**config.mk**
```make
export PLATFORM = sky130hd
export DESIGN_NAME = pmam_top
export DESIGN_NICKNAME = d
export VERILOG_FILES = /design/src/inc/pmam_pkg.sv /design/src/hdl/pmam_top.sv
export SDC_FILE = /design/constraint.sdc
export NUM_CORES = 1
export LEC_CHECK = 0
export BUFFER_PORTS_ARGS = -buffer_cell sky130_fd_sc_hd__buf_2
export CORE_MARGIN = 1
export CORE_UTILIZATION = 35
export DETAILED_ROUTE_END_ITERATION = 6
export PLACE_DENSITY_LB_ADDON = 0.05
export SYNTH_ARGS = -nofsm -noshare
export SYNTH_HDL_FRONTEND = slang
export SYNTH_SLANG_ARGS = --single-unit
export TNS_END_PERCENT = 5
```
**constraint.sdc**
```tcl
create_clock -name pclk -period 4.4 [get_ports pclk]
set_input_delay 0.88 -clock pclk [delete_from_list [all_inputs] [get_ports pclk]]
set_output_delay 0.88 -clock pclk [all_outputs]
set_load 0.005 [all_outputs]
```
**src/inc/pmam_pkg.sv**
```systemverilog
// Purpose: Constants for the address-match unit
// Assumes: APB with 32-bit data, one word per register
// Notes: Offsets are word aligned, so they are the byte addresses
package pmam_pkg;
  // Register offsets, used directly as byte addresses
  localparam logic [31:0] PMAM_IDX_BASE = 32'h0fffff6c;
  localparam logic [31:0] PMAM_IDX_MASK = 32'h0fffff7c;
  localparam logic [31:0] PMAM_ADR_BASE = PMAM_IDX_BASE;
  localparam logic [31:0] PMAM_ADR_MASK = PMAM_IDX_MASK;
  // Field positions
  localparam int PMAM_ADDR_HI = 27;
  localparam int PMAM_ADDR_LO = 2;
  localparam int PMAM_WE_BIT = 1;
  localparam int PMAM_RE_BIT = 0;
  localparam int PMAM_PKT_HIT_BIT = 1;
  // Reset values and write masks
  localparam logic [31:0] PMAM_BASE_RST = 32'h00000000;
  localparam logic [31:0] PMAM_MASK_RST = 32'h00000000;
  localparam logic [31:0] PMAM_BASE_WMASK = 32'h0ffffffc;
  localparam logic [31:0] PMAM_MASK_WMASK = 32'h0fffffff;
endpackage : pmam_pkg

```
**src/hdl/pmam_top.sv**
```systemverilog
// Purpose: Programmable memory address match for power management
// Assumes: Processor cycle inputs are synchronous to pclk
// Notes: Hit drives bit 1 of the outgoing packet status
//   Bus answers at once, no wait states
//   Base reset value is zero
//
// Notes on behaviour
// - Base register holds word-aligned base address in bits 27:2.
// - Mask bit zero: base bit must equal processor address bit.
// - Mask bit one: that position always matches.
// - Write cycles compared only while mask bit 1 is set.
// - Read cycles compared only while mask bit 0 is set.
// - Enabled cycle that matches drives packet bit 1 high.
//
// The APB register port was chosen for this implementation.
`timescale 1ns/100ps
module pmam_top
  import pmam_pkg::*;
(
  // Clock and reset
  input wire logic pclk,
  input wire logic presetn,
  // APB slave
  input wire logic psel,
  input wire logic penable,
  input wire logic pwrite,
  input wire logic [31:0] paddr,
  input wire logic [31:0] pwdata,
  output logic [31:0] prdata,
  output logic pready,
  output logic pslverr,
  // Processor memory cycle
  input wire logic cyc_valid,
  input wire logic cyc_write,
  input wire logic [31:0] cyc_addr,
  // Packet status
  output logic [7:0] pkt_status
);

  // Width of the compared address field
  localparam int FIELD_W = PMAM_ADDR_HI - PMAM_ADDR_LO + 1;

  // Register state
  logic [31:0] base_ff;
  logic [31:0] mask_ff;
  logic [31:0] prdata_ff;
  logic pslverr_ff;
  logic hit_ff;

  // Next register values
  logic [31:0] nxt_base;
  logic [31:0] nxt_mask;
  logic [31:0] nxt_prdata;
  logic nxt_pslverr;
  logic nxt_hit;

  // APB phase decode
  wire setup_phase;
  wire access_phase;
  wire rd_setup;
  wire wr_access;

  // Register offset decode
  wire sel_base;
  wire sel_mask;
  wire unmapped;

  // Write strobes
  wire wr_base;
  wire wr_mask;

  // Read select
  wire [31:0] rd_mux;

  // Compare path
  wire [FIELD_W-1:0] base_f;
  wire [FIELD_W-1:0] mask_f;
  wire [FIELD_W-1:0] addr_f;
  wire [FIELD_W-1:0] bit_ok;
  wire range_hit;

  // Cycle type
  wire wr_en;
  wire rd_en;
  wire type_ok;

  // Offset decode, shared by both registers
  function automatic logic reg_sel(
    input logic [31:0] adr,
    input logic [31:0] reg_adr
  );
    reg_sel = (adr == reg_adr);
  endfunction : reg_sel

  // Equal bits and masked bits both count as matching
  function automatic logic [FIELD_W-1:0] bit_match(
    input logic [FIELD_W-1:0] base_bits,
    input logic [FIELD_W-1:0] mask_bits,
    input logic [FIELD_W-1:0] addr_bits
  );
    bit_match = ~(base_bits ^ addr_bits) | mask_bits;
  endfunction : bit_match

  // Cycle type gate from the enable bits
  function automatic logic type_enabled(
    input logic wr_cycle,
    input logic wr_enable,
    input logic rd_enable
  );
    type_enabled = wr_cycle ? wr_enable : rd_enable;
  endfunction : type_enabled

  // Read word; unmapped offsets read zero
  function automatic logic [31:0] read_word(
    input logic base_hit,
    input logic mask_hit,
    input logic [31:0] base_word,
    input logic [31:0] mask_word
  );
    read_word = 32'h0;
    if (base_hit) begin
      read_word = base_word;
    end else if (mask_hit) begin
      read_word = mask_word;
    end
  endfunction : read_word

  // Packet status byte with only the hit bit used
  function automatic logic [7:0] pkt_byte(
    input logic hit
  );
    pkt_byte = 8'h00;
    pkt_byte[PMAM_PKT_HIT_BIT] = hit;
  endfunction : pkt_byte

  // APB phase decode
  assign setup_phase = psel & ~penable;
  assign access_phase = psel & penable;
  assign rd_setup = setup_phase & ~pwrite;
  assign wr_access = access_phase & pwrite;

  // Register offset decode
  assign sel_base = reg_sel(paddr, PMAM_ADR_BASE);
  assign sel_mask = reg_sel(paddr, PMAM_ADR_MASK);
  assign unmapped = ~(sel_base | sel_mask);

  // Write strobes
  assign wr_base = wr_access & sel_base;
  assign wr_mask = wr_access & sel_mask;

  // Write data, reserved bits dropped
  assign nxt_base = pwdata & PMAM_BASE_WMASK;
  assign nxt_mask = pwdata & PMAM_MASK_WMASK;

  // Read data captured in the setup cycle
  assign rd_mux = read_word(sel_base, sel_mask, base_ff, mask_ff);
  assign nxt_prdata = rd_setup ? rd_mux : prdata_ff;
  assign nxt_pslverr = setup_phase & unmapped;

  // Masked address compare, bits 27:2 only
  assign base_f = base_ff[PMAM_ADDR_HI:PMAM_ADDR_LO];
  assign mask_f = mask_ff[PMAM_ADDR_HI:PMAM_ADDR_LO];
  assign addr_f = cyc_addr[PMAM_ADDR_HI:PMAM_ADDR_LO];
  assign bit_ok = bit_match(base_f, mask_f, addr_f);
  assign range_hit = &bit_ok;

  // Cycle type gate
  assign wr_en = mask_ff[PMAM_WE_BIT];
  assign rd_en = mask_ff[PMAM_RE_BIT];
  assign type_ok = type_enabled(cyc_write, wr_en, rd_en);
  assign nxt_hit = cyc_valid & type_ok & range_hit;

  // Base register
  always_ff @(posedge pclk or negedge presetn) begin
    if (!presetn) begin
      base_ff <= PMAM_BASE_RST;
    end else if (wr_base) begin
      base_ff <= nxt_base;
    end
  end

  // Mask register
  always_ff @(posedge pclk or negedge presetn) begin
    if (!presetn) begin
      mask_ff <= PMAM_MASK_RST;
    end else if (wr_mask) begin
      mask_ff <= nxt_mask;
    end
  end

  // Read data register
  always_ff @(posedge pclk or negedge presetn) begin
    if (!presetn) begin
      prdata_ff <= 32'h0;
    end else begin
      prdata_ff <= nxt_prdata;
    end
  end

  // Error flag for unmapped offsets
  always_ff @(posedge pclk or negedge presetn) begin
    if (!presetn) begin
      pslverr_ff <= 1'b0;
    end else begin
      pslverr_ff <= nxt_pslverr;
    end
  end

  // Registered hit flag
  always_ff @(posedge pclk or negedge presetn) begin
    if (!presetn) begin
      hit_ff <= 1'b0;
    end else begin
      hit_ff <= nxt_hit;
    end
  end

  // APB answer
  assign pready = 1'b1;
  assign prdata = prdata_ff;
  assign pslverr = pslverr_ff & access_phase;

  // Packet status
  assign pkt_status = pkt_byte(hit_ff);

endmodule : pmam_top

```
==> results by group, run 1 <==
Final layout
  • # diodes: 0
  • Fillers: 1114
  • Fin nets: 544
  • Layout cells sized above 1: 44.47%
  • Commonest non-fill, non-tap cell in the layout: buf_2
  • Area Growth Syn to Fin: 23.09%
  • Commonest non-fill, non-tap cells in the layout: buf_2 (121), dfrtp_1 (84), mux2_4 (40)

Timing
  • F_max: 295.3 MHz
  • Slew HR: 34.53%
  • Clk_skew: 0.004823 ns
  • Tmin final: roughly 3.4 ns
  • Setup_tns: 0 ns
  • RSZ-0062 raised after global routing: no
  • Tcrit/Tclk final: about three quarters
  • Final hold viol count: 0
  • Worst-Margin Slew: 0.9821 ns
  • Final setup fails: 0
  • Final Slew Violations: 0
  • Worst Hold Slack: 0.4697 ns

Setup path
  • CP Launch Type: input pin
  • Setup crit start: paddr[28]
  • CP Capture Type: register
  • CP Max Fanout: 28
  • FF-to-FF End: hit_ff$_DFF_PN0_
  • Reg2Reg Setup Slack: 2.48 ns
  • Arr. time, crit path: 3.60 ns
  • WP data required: approximately 4.6 ns
  • Critical Path Sink: mask_ff[11]$_DFFE_PN0P_
  • Crit path kind: input pin to register
  • FF-to-FF Start: base_ff[4]$_DFFE_PN0P_
  • R2R cell count: 5

Clock tree
  • Clk buf depth: 2
  • Post-CTS Hold Fix Bufs: 0
  • PostCTS Resize Cnt: 0
  • CTS Buf Count: 9
  • Sink Count: 84
  • Setup repair bufs after CTS: 0
  • Worst skew pair latency: 0.33 ns
  • Worst-path clk slew: 0.06 ns
  • Root buffer cell: clkbuf_16
  • CTS tree: yes
  • H-tree levels: 3

Routing
  • Drt drc: 0
  • Pre-antenna DRT Iters: 4
  • DR vias: 2855
  • Met2 wire length: 4847 um
  • DR iter-0 viols: ~100
  • DRT Wirelength: 9810 um
  • DRT met1 WL: 4408 um
  • Top layer reached by signal wires: met4
  • Post-DR wirelength/cell: 16.74 um
  • Vias per cell: 4.872
  • Metal3 WL: 405 um
  • Routed Antenna Nets: 0

Floorplan
  • Die H: 110.8 um
  • Initial core utilization: 36.15%
  • Die area: 0.01228 mm^2
  • Core Box Area: 0.01147 mm^2
  • Die width: 110.8 um
  • Site row count: 39
  • I/O pin count: 145

Min path
  • HP Class: register to register

Logic synthesis
  • Ys async rst share: 100.0%
  • Mapped cell area: around 0.0041 mm^2
  • Leading area contributor after synthesis: dfrtp_1
  • Synth area leaders: dfrtp_1 (51%), mux2_4 (14%), mux2i_1 (6.3%), xnor2_1 (5.5%), o31ai_1 (5.1%)
  • Synth Register Bits: 84
  • Yosys warnings: 0
  • Post-Synthesis Cells: 324
  • Synthesized area per cell: 12.79 um^2
  • Yosys cell types: 28
  • Sequential area share after synthesis: 50.71%
  • Post-synth top area share: 50.71%
  • Post-synth EDFFs: 0
  • Dominant synthesized flop cell: dfrtp_1

Pwr
  • Power share of the clock group: 46.8%
  • Switch share: 20.95%
  • NetSw: 0.3469 mW
  • Max VDD drop: 0.0001445 V
  • Power Internal: approximately 1.3 mW
  • Combinational share of power: 6.5%
  • Sequential power share: about 47%
  • Leakage: 2.681 nW
  • P per Cell Area: 324.5 mW/mm^2

GRT
  • Initial antenna violation count: 0
  • Total Routing Usage GR: around 17%
  • Vias in the first global route: around 3100
  • Grt total ovfl: 0
  • First-pass GRT wire length: approximately 16000 um
  • Largest net degree at the start of global routing: 57

Flow run
  • Maxcap violations: 0

Placement
  • Routability cong.: 0.7121
  • # port buffers: 122
  • DP HPWL: 6704 um

Outcome
  • Outcome: completed
how the worst min path moves through the flow:
stage                      startpoint                endpoint  slack, ns  cells past startpoint
4_1_cts         prdata[1]$_DFFE_PN0P_   prdata[1]$_DFFE_PN0P_       0.47                      2
3_5_place_dp    prdata[1]$_DFFE_PN0P_   prdata[1]$_DFFE_PN0P_       0.46                      2
3_3_place_gp   prdata[22]$_DFFE_PN0P_  prdata[22]$_DFFE_PN0P_       0.46                      2
6_report        prdata[1]$_DFFE_PN0P_   prdata[1]$_DFFE_PN0P_       0.47                      2
5_1_grt        prdata[22]$_DFFE_PN0P_  prdata[22]$_DFFE_PN0P_       0.50                      2
2_1_floorplan   prdata[0]$_DFFE_PN0P_   prdata[0]$_DFFE_PN0P_       0.47                      2
state kept, by name, summed over array words and instances, names as in the netlist:
register	cells
mask_ff	28
base_ff	26
hit_ff	1
pslverr_ff	1
prdata	28
layout make-up:
class	count	area, um^2	share of cell area (%)
tap	143	178.9	3.507
clock inverter	3	65.06	1.275
clock buffer	10	229.0	4.488
inverter	4	15.01	0.2943
sequential	84	2102	41.20
multi-input combinational	215	1862	36.49
timing repair buffer	127	650.6	12.75
routing by layer:
layer,track usage [%],up-vias
li1,-,1365
met1,21.84,1411
met4,6.756,0
met2,29.07,68
met5,0,-
met3,3.554,11
per-stage QoR:
stage	power (mW)	utilization [%]	std cells	cell area, um^2	setup slack, ns
2_1_floorplan	0.8317	-	334	4183	1.556
3_3_place_gp	0.8954	41.93	573	4808	0.6337
3_5_place_dp	0.8971	41.93	573	4808	0.6664
4_1_cts	1.687	44.50	586	5102	1.016
5_1_grt	1.726	44.50	586	5102	0.8748
6_report	1.656	44.50	586	5102	1.014
worst max-delay path, stage by stage:
cell     delay [ns]
buf_2          0.09
or4b_1         0.53
nor4_1         0.33
nand4_1        0.16
buf_4          0.24
or3_2          0.90
mux2_4         0.44
cells in the mapped netlist (2+ instances only):
| cell type | count |
|---|---|
| nor4_1 | 2 |
| o31ai_1 | 28 |
| dfrtp_1 | 84 |
| clkbuf_1 | 12 |
| o2111ai_1 | 2 |
| mux2i_1 | 26 |
| mux2_2 | 14 |
| buf_4 | 14 |
| nor2_1 | 7 |
| buf_6 | 5 |
| nand2_1 | 30 |
| o22ai_1 | 11 |
| nand4_1 | 5 |
| or3_1 | 2 |
| inv_1 | 4 |
| conb_1 | 2 |
| mux2_4 | 40 |
| xnor2_1 | 26 |
power by group through the flow:
stage | sequential (mW) | combinational, mW | clock (mW)
3_5_place_dp | 0.787 | 0.110 | 0
3_3_place_gp | 0.787 | 0.108 | 0
2_1_floorplan | 0.787 | 0.0444 | 0
4_1_cts | 0.773 | 0.110 | 0.804
5_1_grt | 0.772 | 0.120 | 0.834
6_report | 0.773 | 0.107 | 0.775
logic make-up (layout without fill, tap and decap cells):
| family | after synthesis | after routing | share of synthesized area (%) |
|---|---|---|---|
| AO/OA/AOI/OAI | 43 | 43 | 7.576 |
| multiplexers | 80 | 80 | 24.57 |
| other | 2 | 12 | 0.1812 |
| buffers and inverters | 35 | 144 | 5.342 |
| AND/OR/NAND/NOR | 54 | 54 | 6.128 |
| flip-flops | 84 | 84 | 50.71 |
| XOR/XNOR | 26 | 26 | 5.494 |
(Power assumes the default switching activity.)
==> inputs of run 2 (changes only) <==
- clock period: 4.4 -> 3.5 ns (I/O delays scaled with it)
==> run 2 against run 1 <==
  * Clock skew barely moved
  * Via count is 1.4% lower
  * Die area unchanged
  * Total power is 20% higher
  * Critical endpoint is now mask_ff[18]$_DFFE_PN0P_
==> results by group, run 2 (synthesized netlist as in run 1, its figures left out) <==
Placement
  • Placed inst area: 0.004861 mm^2 (+1.1%)
  • DP HPWL: 6620 um (-1.3%)
  • # port buffers: 122 (unchanged)
  • Routability cong.: 0.6833 (-4.0%)

Setup path
  • R2R cell count: 5 (unchanged)
  • WP buf/inv: 2 (unchanged)
  • CP Capture Type: register
  • Setup crit start: paddr[28]
  • Critical Path Sink: mask_ff[18]$_DFFE_PN0P_
  • Max incr delay on CP: 0.53 ns (-0.37 ns)
  • FF-to-FF Start: base_ff[20]$_DFFE_PN0P_
  • CP Cell Sequence: buf_2 > or4b_1 > nor4_1 > nand4_1 > or3_2 > buf_12 > mux2_4
  • Slowest CP cell: or3_2
  • WP data required: 3.72 ns (-0.89 ns)
  • CP Launch Type: input pin
  • Reg2Reg Setup Slack: 1.59 ns (-0.89 ns)
  • WP depth: 7 (unchanged)
  • FF-to-FF End: hit_ff$_DFF_PN0_
  • Crit path kind: input pin to register
  • CP Max Fanout: 28 (unchanged)
  • Arr. time, crit path: 2.98 ns (-0.62 ns)
  • CP delay by family, top: simple AND/OR/NAND/NOR gates

Routing
  • Pre-antenna DRT Iters: 4 (unchanged)
  • DRT Wirelength: 9799 um (-0.11%)
  • Routed Antenna Nets: 0 (unchanged)
  • DR iter-0 viols: 112 (+8.7%)
  • Drt drc: 0 (unchanged)
  • DR vias: 2814 (-1.4%)
  • Post-DR wirelength/cell: 16.61 um (-0.79%)
  • Vias per cell: 4.769 (-2.1%)

GRT
  • Total Routing Usage GR: 17.00% (-0.32 points)
  • Largest net degree at the start of global routing: 85 (+49%)
  • Grt total ovfl: 0 (unchanged)
  • Initial antenna violation count: 0 (unchanged)
  • First-pass GRT wire length: 15980 um (-2.3%)
  • Vias in the first global route: 2953 (-3.5%)

Floorplan
  • Core Box Area: 0.01147 mm^2 (unchanged)
  • Die H: 110.8 um (unchanged)
  • I/O pin count: 145 (unchanged)
  • Die area: 0.01228 mm^2 (unchanged)
  • Die width: 110.8 um (unchanged)
  • Site row count: 39 (unchanged)
  • Initial core utilization: 36.15% (unchanged)

Flow run
  • Maxcap violations: 0 (unchanged)

Clock tree
  • Worst skew pair latency: 0.33 ns (about the same)
  • Post-CTS Hold Fix Bufs: 0 (unchanged)
  • Sink Count: 84 (unchanged)
  • Worst-path clk slew: 0.06 ns (about the same)
  • H-tree levels: 3 (unchanged)
  • PostCTS Resize Cnt: 0 (unchanged)
  • CTS tree: yes
  • CTS Buf Count: 9 (unchanged)
  • Root buffer cell: clkbuf_16
  • Setup repair bufs after CTS: 0 (unchanged)
  • Clk buf depth: 2 (unchanged)

Final layout
  • Fillers: 1119 (+0.45%)
  • Post-route cell area: 0.005132 mm^2 (+0.59%)
  • Area Growth Syn to Fin: 23.82%
  • # diodes: 0 (unchanged)
  • Fin nets: 546 (+0.37%)
  • Layout cells sized above 1: 44.52% (+0.049 points)
  • Commonest non-fill, non-tap cell in the layout: buf_2
  • Commonest non-fill, non-tap cells in the layout: buf_2 (121), dfrtp_1 (84), mux2_4 (40)
  • Area of the multi-input gates: 0.001862 mm^2 (unchanged)
  • Register Area: 0.002102 mm^2 (unchanged)

Timing
  • Clk_skew: 0.004484 ns (-0.0003391 ns)
  • Tcrit/Tclk final: 79.02%
  • RSZ-0062 raised after global routing: no
  • Tmin final: 2.766 ns
  • Worst-Margin Slew: 0.7236 ns (-0.2585 ns)
  • Final Slew Violations: 0 (unchanged)
  • F_max: approximately 360 MHz
  • Final hold viol count: 0 (unchanged)
  • Slew HR: 50.51% (+16 points)
  • Final setup fails: 0 (unchanged)
  • Setup_tns: 0 ns (unchanged)

Pwr
  • Leakage: 2.692 nW (+0.40%)
  • P per Cell Area: 387.7 mW/mm^2 (+20%)
  • Max VDD drop: 0.0001630 V (+13%)

Min path
  • HP Class: input pin to asynchronous set/reset pin

Outcome
  • Outcome: completed
-- run 2: how the worst min path moves through the flow --
stage	cells after the start	end	from
after CTS	2	mask_ff[17]$_DFFE_PN0P_	presetn
after global placement	2	prdata[22]$_DFFE_PN0P_	prdata[22]$_DFFE_PN0P_
after global routing	2	prdata[18]$_DFFE_PN0P_	presetn
after floorplan	0	base_ff[10]$_DFFE_PN0P_	presetn
final	2	mask_ff[17]$_DFFE_PN0P_	presetn
after detailed placement	2	prdata[19]$_DFFE_PN0P_	prdata[19]$_DFFE_PN0P_
-- run 2: stage by stage --
| step | hold slack, ns | worst slack (ns) | total power [mW] | std cells | utilization (%) |
|---|---|---|---|---|---|
| 6_report | 0.3892 | 0.7342 | 1.990 | 590 | 44.76 |
| 5_1_grt | 0.4436 | 0.7088 | 2.076 | 590 | 44.76 |
| 4_1_cts | 0.4145 | 0.7670 | 2.021 | 590 | 44.76 |
| 3_5_place_dp | 0.4619 | 0.4296 | 1.128 | 575 | 42.39 |
| 3_3_place_gp | 0.4560 | 0.4178 | 1.127 | 575 | 42.39 |
| 2_1_floorplan | 0.4044 | 0.8361 | 1.046 | 334 | - |
-- run 2: report_power, final --
group / internal (mW) / total (mW) / leakage (nW) / switching, mW
sequential: 0.972 / 0.972 / 1.17 / 0.000124
combinational: 0.0632 / 0.136 / 1.39 / 0.0724
clock: 0.517 / 0.883 / 0.129 / 0.366
-- run 2: cell type report --
cell class	count	share of cell area [%]
Inverter	4	0.2925
Tap cell	143	3.486
Clock inverter	1	0.1463
Sequential cell	84	40.96
Timing Repair Buffer	129	13.70
Clock buffer	14	5.144
Multi-Input combinational cell	215	36.28
-- run 2: metal layers --
metal / routed length, um / vias up / global-route usage, %
li1: - / 1373 / -
met1: 4728 / 1363 / 22.74
met2: 4608 / 68 / 27.25
met3: 328 / 10 / 3.171
met4: 134 / 0 / 6.667
met5: 0 / - / 0
==> inputs of run 3 (changes only) <==
- clock period: 3.5 -> 2.65 ns (I/O delays scaled with it)
==> run 3 against run 2 <==
  * Total power is 40% higher
  * Sequential power is 32% higher
  * Critical path type unchanged
  * Non-clock buffer count is 3 higher
  * Critical endpoint is now base_ff[11]$_DFFE_PN0P_
==> results by group, run 3 (synthesized netlist as in run 1, its figures left out) <==
Final layout
  • # diodes: 0 (unchanged)
  • Fin nets: 549 (+0.55%)
  • Area Growth Syn to Fin: 25.20%
  • Final cell count without fillers: 593 (+0.51%)
  • Commonest non-fill, non-tap cell in the layout: buf_2
  • Fillers: 1090 (-2.6%)
  • Layout cells sized above 1: 45.33% (+0.81 points)
  • Commonest non-fill, non-tap cells in the layout: buf_2 (121), dfrtp_1 (84), mux2_4 (40)

Setup path
  • FF-to-FF Start: base_ff[20]$_DFFE_PN0P_
  • Slowest CP cell: or3_2
  • Arr. time, crit path: 2.76 ns (-0.22 ns)
  • CP delay by family, top: simple AND/OR/NAND/NOR gates
  • CP Launch Type: input pin
  • FF-to-FF End: hit_ff$_DFF_PN0_
  • WP data required: 2.87 ns (-0.85 ns)
  • CP Max Fanout: 26 (-7.1%)
  • Crit path kind: input pin to register
  • CP Cell Sequence: buf_2 > or4b_1 > nor4_1 > nand4_1 > or3_2 > buf_12 > mux2_4
  • WP depth: 7 (unchanged)
  • Max incr delay on CP: 0.53 ns (about the same)
  • CP Capture Type: register
  • Reg2Reg Setup Slack: 0.92 ns (-0.67 ns)
  • R2R cell count: 6 (+1)
  • WP buf/inv: 2 (unchanged)

Floorplan
  • Die area: 0.01228 mm^2 (unchanged)
  • Die H: 110.8 um (unchanged)
  • Core Box Area: 0.01147 mm^2 (unchanged)
  • Site row count: 39 (unchanged)
  • Die width: 110.8 um (unchanged)
  • Initial core utilization: 36.15% (unchanged)
  • I/O pin count: 145 (unchanged)

Pwr
  • P per Cell Area: 536.2 mW/mm^2 (+38%)
  • Leakage: 2.725 nW (+1.3%)
  • Max VDD drop: 0.0004156 V (+160%)

Placement
  • # port buffers: 122 (unchanged)
  • DP Worst Slack: -0.2667 ns (-0.6963 ns)
  • Routability cong.: 0.6803 (-0.44%)
  • DP HPWL: 6786 um (+2.5%)
  • Placed cells: 578 (+0.52%)

Timing
  • F_max: 393.2 MHz
  • Worst setup margin: 0.1066 ns (-0.6276 ns)
  • Worst-Margin Slew: 0.6036 ns (-0.1200 ns)
  • Final Slew Violations: 0 (unchanged)
  • Slew HR: 59.76% (+9.2 points)
  • Tmin final: 2.543 ns
  • RSZ-0062 raised after global routing: no
  • Final hold viol count: 0 (unchanged)
  • Final setup fails: 0 (unchanged)
  • Clk_skew: 0.005311 ns (+0.0008266 ns)
  • Tcrit/Tclk final: 95.98%

GRT
  • Total Routing Usage GR: 16.95% (-0.051 points)
  • Vias in the first global route: 2902 (-1.7%)
  • First-pass GRT wire length: 15790 um (-1.2%)
  • Initial antenna violation count: 0 (unchanged)
  • Grt total ovfl: 0 (unchanged)
  • Largest net degree at the start of global routing: 57 (-33%)

Clock tree
  • Post-CTS Hold Fix Bufs: 0 (unchanged)
  • Sink Count: 84 (unchanged)
  • Setup repair bufs after CTS: 0 (unchanged)
  • CTS Buf Count: 9 (unchanged)
  • Root buffer cell: clkbuf_16
  • Worst-path clk slew: 0.06 ns (about the same)
  • PostCTS Resize Cnt: 0 (unchanged)
  • H-tree levels: 3 (unchanged)
  • CTS tree: yes
  • Worst skew pair latency: 0.34 ns (about the same)
  • Clk buf depth: 2 (unchanged)

Outcome
  • Outcome: completed

Routing
  • Routed Antenna Nets: 0 (unchanged)
  • DR iter-0 viols: 90 (-20%)
  • DR vias: 2838 (+0.85%)
  • Drt drc: 0 (unchanged)
  • Pre-antenna DRT Iters: 4 (unchanged)
  • Post-DR wirelength/cell: 16.39 um (-1.3%)
  • Vias per cell: 4.786 (+0.34%)
  • DRT Wirelength: 9721 um (-0.80%)

Min path
  • HP Class: input pin to asynchronous set/reset pin

Flow run
  • Maxcap violations: 0 (unchanged)
run 3: changes by cell type in the layout (fill, tap and decap cells not counted):
cell / previous run / this run
clkinv_2: 0 / 2
buf_4: 5 / 8
bufinv_16: 0 / 2
clkbuf_1: 3 / 1
clkbuf_8: 2 / 0
run 3: worst max-delay path by stage:
stage | start | endpoint | slack, ns
6_report | paddr[28] | base_ff[11]$_DFFE_PN0P_ | 0.11
5_1_grt | paddr[28] | mask_ff[21]$_DFFE_PN0P_ | 0.03
4_1_cts | paddr[28] | base_ff[18]$_DFFE_PN0P_ | 0.09
3_5_place_dp | paddr[28] | base_ff[14]$_DFFE_PN0P_ | -0.27
3_3_place_gp | paddr[28] | base_ff[18]$_DFFE_PN0P_ | -0.26
2_1_floorplan | paddr[28] | base_ff[10]$_DFFE_PN0P_ | 0.16
run 3: area by class of cell:
class	count	area [um^2]	area share, %
flip-flops and latches	84	2102	40.50
multi-input cells	215	1862	35.87
repair buffers	132	725.7	13.98
clock buffers	10	229.0	4.412
well taps	143	178.9	3.447
clock inverters	5	77.57	1.495
inverters	4	15.01	0.2893
run 3: report_power, final:
part,leakage (nW),internal (mW),switching (mW),total (mW)
Clock,0.148,0.817,0.502,1.32
Sequential,1.17,1.28,0.000169,1.28
Combinational,1.40,0.0843,0.0962,0.181
run 3: metal layers:
layer	GRT usage, %	wire length [um]	part of all wire (%)
met1	22.44	4590	47
met2	27.29	4646	48
met3	3.171	315	3.2
met4	6.933	169	1.7
met5	0	0	0
run 3: through the flow:
step | hold WS (ns) | instance area [um^2] | TNS (ns) | util (%) | power, mW
floorplan | 0.2344 | 4183 | 0 | - | 1.381
global placement | 0.4555 | 4883 | -13.36 | 42.59 | 1.490
detailed placement | 0.4608 | 4883 | -13.71 | 42.59 | 1.492
CTS | 0.1916 | 5190 | 0 | 45.26 | 2.821
global route | 0.2141 | 5190 | 0 | 45.26 | 2.906
finish | 0.1661 | 5190 | 0 | 45.26 | 2.783
run 3: worst register-to-register path, stage by stage, from the launching register on:
cell	delay [ns]
dfrtp_1	0.41
xnor2_1	0.16
o22ai_1	0.09
a2111oi_0	0.40
buf_4	0.19
o2111ai_1	0.11
nor4_1	0.27
